### config.mk
export PLATFORM = sky130hd
export DESIGN_NAME = flash_status_host
export DESIGN_NICKNAME = d
export VERILOG_FILES = /design/src/design/flash_host_pkg.sv /design/src/design/flash_bus_cycle.sv /design/src/design/flash_status_host.sv
export SDC_FILE = /design/constraint.sdc
export NUM_CORES = 1
export LEC_CHECK = 0
export ABC_CLOCK_PERIOD_IN_PS = 2400
export BUFFER_PORTS_ARGS = -buffer_cell sky130_fd_sc_hd__buf_2
export CORE_MARGIN = 5
export CORE_UTILIZATION = 54
export CTS_BUF_LIST = sky130_fd_sc_hd__clkbuf_4
export CTS_CLUSTER_DIAMETER = 80
export DETAILED_ROUTE_END_ITERATION = 6
export HOLD_SLACK_MARGIN = 0.08
export PLACE_DENSITY = 0.84
export SETUP_SLACK_MARGIN = 0.3
export SYNTH_ARGS = -nofsm -noshare
export SYNTH_HDL_FRONTEND = slang
export SYNTH_SLANG_ARGS = --single-unit
export TNS_END_PERCENT = 20
### constraint.sdc
create_clock -name core_clk_i -period 2.4 [get_ports core_clk_i]
set_clock_uncertainty 0.1 [all_clocks]
set_input_delay 0.24 -clock core_clk_i [delete_from_list [all_inputs] [get_ports core_clk_i]]
set_output_delay 0.24 -clock core_clk_i [all_outputs]
set_load 0.05 [all_outputs]
### src/design/flash_host_pkg.sv
package flash_host_pkg;

    // Clock rate and bus cycle timing.
    localparam int CLK_MHZ         = 25;
    localparam int GLITCH_NS       = 5;
    localparam int WE_PULSE_NS     = 40;
    localparam int READ_ACCESS_NS  = 90;
    localparam int SETTLE_NS       = 1000;
    localparam int STROBE_MIN_NS   = (WE_PULSE_NS > GLITCH_NS) ? WE_PULSE_NS : GLITCH_NS + 1;
    localparam int WE_CYC          = (STROBE_MIN_NS * CLK_MHZ + 999) / 1000;
    localparam int RD_CYC          = (READ_ACCESS_NS * CLK_MHZ + 999) / 1000;
    localparam int SETTLE_CYC      = (SETTLE_NS * CLK_MHZ + 999) / 1000;
    localparam int SETUP_CYC       = 1;
    localparam int RECOV_CYC       = 1;

    // Register byte offsets.
    localparam logic [7:0] OFS_CTRL    = 8'h00;
    localparam logic [7:0] OFS_ADDR    = 8'h04;
    localparam logic [7:0] OFS_WDATA   = 8'h08;
    localparam logic [7:0] OFS_CMD     = 8'h0c;
    localparam logic [7:0] OFS_STATUS  = 8'h10;
    localparam logic [7:0] OFS_RDATA   = 8'h14;

    // Command register codes.
    localparam logic [2:0] CMD_WRITE   = 3'h1;
    localparam logic [2:0] CMD_READ    = 3'h2;
    localparam logic [2:0] CMD_TOGGLE  = 3'h3;
    localparam logic [2:0] CMD_POLL    = 3'h4;
    localparam logic [2:0] CMD_RESET   = 3'h5;

    // Status register bit positions.
    localparam int ST_BUSY_BIT  = 0;
    localparam int ST_OK_BIT    = 1;
    localparam int ST_FAIL_BIT  = 2;
    localparam int ST_ABORT_BIT = 3;
    localparam int ST_RB_BIT    = 4;
    localparam int ST_TMO_BIT   = 5;
    localparam int ST_INTR_BIT  = 6;

    // Device status bits on the data bus.
    localparam int POLL_BIT     = 7;
    localparam int TOGGLE_P_BIT = 6;
    localparam int TOGGLE_S_BIT = 2;
    localparam int ABORT_BIT    = 1;

    // Reset values.
    localparam logic       WP_RESET    = 1'b1;

endpackage

### src/design/flash_bus_cycle.sv
`timescale 1ns/100ps
`default_nettype none
module flash_bus_cycle
    import flash_host_pkg::*;
#(
    parameter int AW = 22,
    parameter int DW = 16
) (
    // Clock and reset
    input  wire logic          core_clk_i,
    input  wire logic          arst_n_i,
    // Cycle request
    input  wire logic          start_i,
    input  wire logic          write_i,
    input  wire logic [AW-1:0] addr_i,
    input  wire logic [DW-1:0] wdata_i,
    output logic               done_o,
    output logic [DW-1:0]      rdata_o,
    // Flash pins
    output logic [AW-1:0]      flash_addr_o,
    input  wire logic [DW-1:0] flash_dq_i,
    output logic [DW-1:0]      flash_dq_o,
    output logic               flash_dq_oe_o,
    output logic               flash_ce_n_o,
    output logic               flash_oe_n_o,
    output logic               flash_we_n_o
);

    typedef enum logic [1:0] {
        B_IDLE   = 2'b00,
        B_SETUP  = 2'b01,
        B_STROBE = 2'b10,
        B_RECOV  = 2'b11
    } bus_state_e;

    bus_state_e state_reg;
    logic [7:0] cnt_reg;
    logic       write_reg;

    always_ff @(posedge core_clk_i or negedge arst_n_i) begin
        if (!arst_n_i) begin
            state_reg     <= B_IDLE;
            cnt_reg       <= 8'h00;
            write_reg     <= 1'b0;
            done_o        <= 1'b0;
            rdata_o       <= '0;
            flash_addr_o  <= '0;
            flash_dq_o    <= '0;
            flash_dq_oe_o <= 1'b0;
            flash_ce_n_o  <= 1'b1;
            flash_oe_n_o  <= 1'b1;
            flash_we_n_o  <= 1'b1;
        end else begin
            done_o <= 1'b0;
            case (state_reg)
                B_IDLE: begin
                    if (start_i) begin
                        write_reg     <= write_i;
                        flash_addr_o  <= addr_i;
                        flash_dq_o    <= wdata_i;
                        flash_dq_oe_o <= write_i;
                        flash_ce_n_o  <= 1'b0;
                        cnt_reg       <= 8'(SETUP_CYC - 1);
                        state_reg     <= B_SETUP;
                    end
                end
                B_SETUP: begin
                    if (cnt_reg == 8'h00) begin
                        // Only one strobe falls; OE stays high through a write.
                        flash_we_n_o <= !write_reg;
                        flash_oe_n_o <= write_reg;
                        cnt_reg      <= write_reg ? 8'(WE_CYC - 1) : 8'(RD_CYC - 1);
                        state_reg    <= B_STROBE;
                    end else begin
                        cnt_reg <= cnt_reg - 8'h01;
                    end
                end
                B_STROBE: begin
                    if (cnt_reg == 8'h00) begin
                        if (!write_reg) begin
                            rdata_o <= flash_dq_i;
                        end
                        flash_we_n_o <= 1'b1;
                        flash_oe_n_o <= 1'b1;
                        cnt_reg      <= 8'(RECOV_CYC - 1);
                        state_reg    <= B_RECOV;
                    end else begin
                        cnt_reg <= cnt_reg - 8'h01;
                    end
                end
                B_RECOV: begin
                    if (cnt_reg == 8'h00) begin
                        // Chip select rises between cycles so each read completes.
                        flash_ce_n_o  <= 1'b1;
                        flash_dq_oe_o <= 1'b0;
                        done_o        <= 1'b1;
                        state_reg     <= B_IDLE;
                    end else begin
                        cnt_reg <= cnt_reg - 8'h01;
                    end
                end
                default: begin
                    state_reg <= B_IDLE;
                end
            endcase
        end
    end

endmodule
`default_nettype wire

### src/design/flash_status_host.sv
`timescale 1ns/100ps
`default_nettype none
// What this block does
// - Wait one microsecond before trusting full word
// - Status reads use monitored operation's address
// - On completion read twice more to confirm
// - Reset pulse, then recovery before reads
// - Flag operations interrupted by hardware reset
// - Abort reported until software sends the next command
module flash_status_host
    import flash_host_pkg::*;
#(
    parameter int AW               = 22,
    parameter int DW               = 16,
    parameter int RESET_PULSE_NS   = 500,
    parameter int RESET_RECOV_NS   = 1000,
    parameter int POLL_LIMIT       = 65535
) (
    // Clock and reset
    input  wire logic          core_clk_i,
    input  wire logic          arst_n_i,
    // Register port
    input  wire logic [7:0]    reg_addr_i,
    input  wire logic [31:0]   reg_wdata_i,
    input  wire logic          reg_wr_i,
    input  wire logic          reg_rd_i,
    output logic [31:0]        reg_rdata_o,
    // Flash pins
    output logic [AW-1:0]      flash_addr_o,
    input  wire logic [DW-1:0] flash_dq_i,
    output logic [DW-1:0]      flash_dq_o,
    output logic               flash_dq_oe_o,
    output logic               flash_ce_n_o,
    output logic               flash_oe_n_o,
    output logic               flash_we_n_o,
    output logic               flash_wp_n_o,
    output logic               flash_rst_n_o,
    input  wire logic          ready_busy_n_i
);

    localparam int RST_CYC = (RESET_PULSE_NS * CLK_MHZ + 999) / 1000;
    localparam int REC_CYC = (RESET_RECOV_NS * CLK_MHZ + 999) / 1000;

    typedef enum logic [3:0] {
        S_IDLE     = 4'b0000,
        S_CYCLE    = 4'b0001,
        S_PREAD    = 4'b0010,
        S_PEVAL    = 4'b0011,
        S_SETTLE   = 4'b0100,
        S_CREAD    = 4'b0101,
        S_CEVAL    = 4'b0110,
        S_RSTLOW   = 4'b0111,
        S_RSTREC   = 4'b1000
    } host_state_e;

    host_state_e   state_reg;
    logic          wp_reg;
    logic [AW-1:0] addr_reg;
    logic [DW-1:0] wdata_reg;
    logic [DW-1:0] rdata_reg;
    logic [DW-1:0] first_reg;
    logic [2:0]    op_reg;
    logic          issued_reg;
    logic          nread_reg;
    logic [15:0]   wait_reg;
    logic [15:0]   poll_cnt_reg;
    logic          ok_reg;
    logic          fail_reg;
    logic          abort_reg;
    logic          tmo_reg;
    logic          intr_reg;
    logic          bus_start;
    logic          bus_write;
    logic          bus_done;
    logic [DW-1:0] bus_rdata;
    logic          cmd_go;
    logic          reading;
    logic          pair_differs;
    logic          poll_match;

    assign cmd_go  = reg_wr_i && (reg_addr_i == OFS_CMD) && (state_reg == S_IDLE);
    assign reading = (state_reg == S_PREAD) || (state_reg == S_CREAD);
    assign bus_start = !issued_reg && (reading || state_reg == S_CYCLE);
    assign bus_write = (state_reg == S_CYCLE) && (op_reg == CMD_WRITE);
    assign pair_differs = first_reg[TOGGLE_P_BIT] != bus_rdata[TOGGLE_P_BIT];
    assign poll_match   = bus_rdata[POLL_BIT] == wdata_reg[POLL_BIT];

    flash_bus_cycle #(
        .AW (AW),
        .DW (DW)
    ) u_bus (
        .core_clk_i    (core_clk_i),
        .arst_n_i      (arst_n_i),
        .start_i       (bus_start),
        .write_i       (bus_write),
        .addr_i        (addr_reg),
        .wdata_i       (wdata_reg),
        .done_o        (bus_done),
        .rdata_o       (bus_rdata),
        .flash_addr_o  (flash_addr_o),
        .flash_dq_i    (flash_dq_i),
        .flash_dq_o    (flash_dq_o),
        .flash_dq_oe_o (flash_dq_oe_o),
        .flash_ce_n_o  (flash_ce_n_o),
        .flash_oe_n_o  (flash_oe_n_o),
        .flash_we_n_o  (flash_we_n_o)
    );

    always_ff @(posedge core_clk_i or negedge arst_n_i) begin
        if (!arst_n_i) begin
            wp_reg    <= WP_RESET;
            addr_reg  <= '0;
            wdata_reg <= '0;
        end else if (reg_wr_i) begin
            case (reg_addr_i)
                OFS_CTRL:  wp_reg    <= reg_wdata_i[0];
                OFS_ADDR:  addr_reg  <= reg_wdata_i[AW-1:0];
                OFS_WDATA: wdata_reg <= reg_wdata_i[DW-1:0];
                default: begin
                end
            endcase
        end
    end

    assign flash_wp_n_o = wp_reg;

    always_ff @(posedge core_clk_i or negedge arst_n_i) begin
        if (!arst_n_i) begin
            reg_rdata_o <= 32'h0000_0000;
        end else if (reg_rd_i) begin
            case (reg_addr_i)
                OFS_CTRL:   reg_rdata_o <= {31'h0000_0000, wp_reg};
                OFS_ADDR:   reg_rdata_o <= 32'(addr_reg);
                OFS_WDATA:  reg_rdata_o <= 32'(wdata_reg);
                OFS_STATUS: reg_rdata_o <= {25'h000_0000, intr_reg, tmo_reg, ready_busy_n_i,
                                            abort_reg, fail_reg, ok_reg, state_reg != S_IDLE};
                OFS_RDATA:  reg_rdata_o <= 32'(rdata_reg);
                default:    reg_rdata_o <= 32'h0000_0000;
            endcase
        end else begin
            reg_rdata_o <= 32'h0000_0000;
        end
    end

    always_ff @(posedge core_clk_i or negedge arst_n_i) begin
        if (!arst_n_i) begin
            issued_reg <= 1'b0;
        end else if (bus_done) begin
            issued_reg <= 1'b0;
        end else if (bus_start) begin
            issued_reg <= 1'b1;
        end
    end

    always_ff @(posedge core_clk_i or negedge arst_n_i) begin
        if (!arst_n_i) begin
            rdata_reg <= '0;
            first_reg <= '0;
        end else if (bus_done && !bus_write) begin
            rdata_reg <= bus_rdata;
            if (!nread_reg) begin
                first_reg <= bus_rdata;
            end
        end
    end

    always_ff @(posedge core_clk_i or negedge arst_n_i) begin
        if (!arst_n_i) begin
            state_reg     <= S_IDLE;
            op_reg        <= 3'h0;
            nread_reg     <= 1'b0;
            wait_reg      <= 16'h0000;
            poll_cnt_reg  <= 16'h0000;
            ok_reg        <= 1'b0;
            fail_reg      <= 1'b0;
            abort_reg     <= 1'b0;
            tmo_reg       <= 1'b0;
            intr_reg      <= 1'b0;
            flash_rst_n_o <= 1'b1;
        end else begin
            case (state_reg)
                S_IDLE: begin
                    if (cmd_go) begin
                        op_reg       <= reg_wdata_i[2:0];
                        nread_reg    <= 1'b0;
                        poll_cnt_reg <= 16'h0000;
                        ok_reg       <= 1'b0;
                        fail_reg     <= 1'b0;
                        abort_reg    <= 1'b0;
                        tmo_reg      <= 1'b0;
                        case (reg_wdata_i[2:0])
                            CMD_WRITE, CMD_READ: state_reg <= S_CYCLE;
                            // Polling starts only after the launching strobe.
                            CMD_TOGGLE, CMD_POLL: state_reg <= S_PREAD;
                            CMD_RESET: begin
                                intr_reg      <= !ready_busy_n_i;
                                flash_rst_n_o <= 1'b0;
                                wait_reg      <= 16'(RST_CYC - 1);
                                state_reg     <= S_RSTLOW;
                            end
                            default: state_reg <= S_IDLE;
                        endcase
                    end
                end
                S_CYCLE: begin
                    if (bus_done) begin
                        state_reg <= S_IDLE;
                    end
                end
                S_PREAD: begin
                    if (bus_done) begin
                        nread_reg <= !nread_reg;
                        if (op_reg == CMD_POLL || nread_reg) begin
                            state_reg <= S_PEVAL;
                        end
                    end
                end
                S_PEVAL: begin
                    nread_reg <= 1'b0;
                    if ((op_reg == CMD_POLL) ? poll_match : !pair_differs) begin
                        wait_reg  <= 16'(SETTLE_CYC - 1);
                        state_reg <= S_SETTLE;
                    end else if (bus_rdata[ABORT_BIT]) begin
                        abort_reg <= 1'b1;
                        state_reg <= S_IDLE;
                    end else if (poll_cnt_reg == 16'(POLL_LIMIT)) begin
                        tmo_reg   <= 1'b1;
                        state_reg <= S_IDLE;
                    end else begin
                        poll_cnt_reg <= poll_cnt_reg + 16'h0001;
                        state_reg    <= S_PREAD;
                    end
                end
                S_SETTLE: begin
                    if (wait_reg == 16'h0000) begin
                        state_reg <= S_CREAD;
                    end else begin
                        wait_reg <= wait_reg - 16'h0001;
                    end
                end
                S_CREAD: begin
                    if (bus_done) begin
                        nread_reg <= !nread_reg;
                        if (nread_reg) begin
                            state_reg <= S_CEVAL;
                        end
                    end
                end
                S_CEVAL: begin
                    // Two more reads must agree and show completion.
                    nread_reg <= 1'b0;
                    state_reg <= S_IDLE;
                    if (first_reg == bus_rdata && (op_reg != CMD_POLL || poll_match)) begin
                        ok_reg <= 1'b1;
                    end else begin
                        fail_reg <= 1'b1;
                    end
                end
                S_RSTLOW: begin
                    if (wait_reg == 16'h0000) begin
                        flash_rst_n_o <= 1'b1;
                        wait_reg      <= 16'(REC_CYC - 1);
                        state_reg     <= S_RSTREC;
                    end else begin
                        wait_reg <= wait_reg - 16'h0001;
                    end
                end
                S_RSTREC: begin
                    if (wait_reg == 16'h0000) begin
                        state_reg <= S_IDLE;
                    end else begin
                        wait_reg <= wait_reg - 16'h0001;
                    end
                end
                default: begin
                    state_reg <= S_IDLE;
                end
            endcase
        end
    end

endmodule
`default_nettype wire

==> results.cfg <==
[synth]
yosys-top-cells-area = dfrtp_1 53%, mux2_2 15%, a21oi_1 2.6%, nand2_1 1.9%, o31ai_1 1.9%
avgSynthCellArea_um2 = 11.79
synth_edf_count = 0
yosysTopAreaCell = dfrtp_1
synth.distinct_cells = 71
ys_seq_elements = 210
synth_common_cells = 205 x dfrtp_1, 126 x mux2_2, 50 x a21oi_1, 50 x nand2_1, 38 x nor2_1
synth_top_cell_area_share_pct = 52.79
synth.most_common_cell = dfrtp_1
yosysWarnings = 0
synthCells = 824
synth_seq_area_share_pct = 54.15
synthesis.area_um2 = 9717
synthArstFlopShare_pct = 100.0
ys.flop_type = dfrtp_1

[placement]
finalWeightedCongestion = 0.8824
dp_cells = 1185
pre_cts_ws_ns = -0.003648
hpwl_mm = 16.34
io_buffers = 116

[layout]
layout.cells.non_filler = 1358
fin_util_pct = 71.20
fin_nets = 1157
area.sequential_um2 = 5264
drive_gt1_share_pct = 42.82
area_growth_pct = 30.72
num-fill-cells = 1089
multi_input_area_um2 = 4561

[timing]
final_max_slew_viol_count = 0
hold_slack_ns = 0.1994
hold_violations = 0
fmax_ghz = 0.4415
setup_viol = 0
period_needed_ns = 2.265
finalCritPeriodShare_pct = 94.38
rsz0062_at_grt = yes
setup_slack_ns = 0.1349

[die]
core_um2 = 17840
die_w_um = 144.1
ios = 137
dieArea_um2 = 20780
start_util_pct = 54.46
fp-row-count = 49
die_h_um = 144.1

[cts]
clk_latency_ns = 0.67
numCtsBuffers = 52
cts-root-buf = clkbuf_4
cts_sinks = 210
cts_max_path_buffers = 3
clk_pin_slew_ns = 0.08
h-tree-depth = 2
cts_tree = yes

[route]
wl_per_cell_um = 19.78
wl_mm = 26.86
drtPass1Iterations = 7
vias_per_cell = 6.023
drc = 1
detail-route-antenna-nets = 0
vias = 8179
drt_iter0_drc = 753

[worst_setup_path]
cp.arrival_ns = 2.74
endpoint_kind = flop
r2r_slack_ns = 0.13
r2r_end = poll_cnt_reg[7]$_DFFE_PN0P_
worstPathMaxFanout = 7
crit_path_end = poll_cnt_reg[7]$_DFFE_PN0P_
cp.required_ns = 2.88
path_class = reg -> reg
crit_start = state_reg[3]$_DFFE_PN0P_
cp-start-kind = flop
r2r_cells = 6
reg2reg_from = state_reg[3]$_DFFE_PN0P_

[global_routing]
grt_pass1_wl_mm = 42.11
track_usage_pct = 25.25
met1_usage_pct = 32.06
grt_overflow = 0
grt_pass1_vias = 8377
use_met3_pct = 5.655
grt.busiest_layer = met2
grt_max_degree = 58
grtUsageMet2_pct = 42.14
antenna_found_initial = 1

[power]
power.leakage_nw = 6.019
peakVddDrop_mv = 0.7485
power_w = 0.01359
power_density_nw_per_um2 = 1070

[worst_hold_path]
hold_path_class = in -> reg

[status]
status = finished, violations left
violations = DRC

[run]
maxCapViolations = 0
stage by stage:
stage,instance area (um^2),TNS [ns]
final,12700,0
after global routing,12700,0
after CTS,12280,0
after detailed placement,10880,-0.004143
after global placement,10880,0
after floorplan,9796,0
worst min path at each step:
stage	start	endpoint	cells past startpoint
2_1_floorplan	arst_n_i	abort_reg$_DFFE_PN0P_	0
3_3_place_gp	arst_n_i	poll_cnt_reg[12]$_DFFE_PN0P_	1
3_5_place_dp	arst_n_i	poll_cnt_reg[12]$_DFFE_PN0P_	1
4_1_cts	reg_addr_i[7]	reg_rdata_o[0]$_DFF_PN0_	5
5_1_grt	reg_addr_i[7]	reg_rdata_o[0]$_DFF_PN0_	5
6_report	reg_addr_i[7]	reg_rdata_o[0]$_DFF_PN0_	5
report_power, final:
part | switching, W | internal (W) | leakage (nW)
clock | 0.00150 | 0.00154 | 0.402
combinational | 0.00291 | 0.00252 | 2.85
sequential | 0.000785 | 0.00434 | 2.77
cell families (layout without fill, tap and decap cells):
kind of cell	after synthesis	count (layout)	synth area share (%)
DFF	210	210	54.15
buffers and inverters	72	365	3.580
muxes	131	131	15.16
and+or+nand+nor	216	216	12.61
xor gates and xnor gates	17	17	1.532
AOI/OAI and AO/OA	168	170	11.78
adders and majority gates	9	9	1.159
other	1	11	0.03859
critical path, stage by stage, from the launching register on:
cell	delay [ns]
dfrtp_1	0.40
or4_4	0.57
nor4_4	0.25
buf_6	0.18
a21oi_4	0.06
or4_1	0.49
a21oi_1	0.14
cell type report:
type	instances	area share, %
sequential	210	41.44
multi-input combinational	553	35.90
timing repair buffer	248	14.41
clock buffer	73	4.314
tap	229	2.256
clock inverter	22	1.005
inverter	22	0.6501
antenna	1	0.01970
layer usage:
| layer | wire length [um] | vias up |
|---|---|---|
| met2 | 13610 | 352 |
| met3 | 1847 | 92 |
| met4 | 1022 | 0 |
| met1 | 10380 | 4102 |
| met5 | 0 | - |
| li1 | - | 3633 |
layout by cell type, fill, tap and decap left out, types with 19 or more instances in the layout:
master | synthesis | routed
inv_1 | 22 | 19
dfrtp_1 | 205 | 203
a21oi_1 | 50 | 38
mux2_2 | 126 | 126
clkbuf_4 | 0 | 73
nor2_1 | 38 | 37
nand2_1 | 50 | 46
o31ai_1 | 25 | 21
o21ai_0 | 28 | 22
buf_2 | 8 | 115
dlygate4sd3_1 | 0 | 50
buf_4 | 10 | 64
timing repair:
| item | 4_1_cts | 5_1_grt |
|---|---|---|
| setup buffers | 11 | 13 |
| gates cloned | 2 | 1 |
| hold buffers | 50 | 0 |
| hold endpoints to repair | 279 | 0 |
| pin swaps | 22 | 31 |
| gates resized for setup | 29 | 70 |
| endpoints found under the setup margin | 74 | 136 |
No activity file was read; power rests on OpenSTA's default activity.
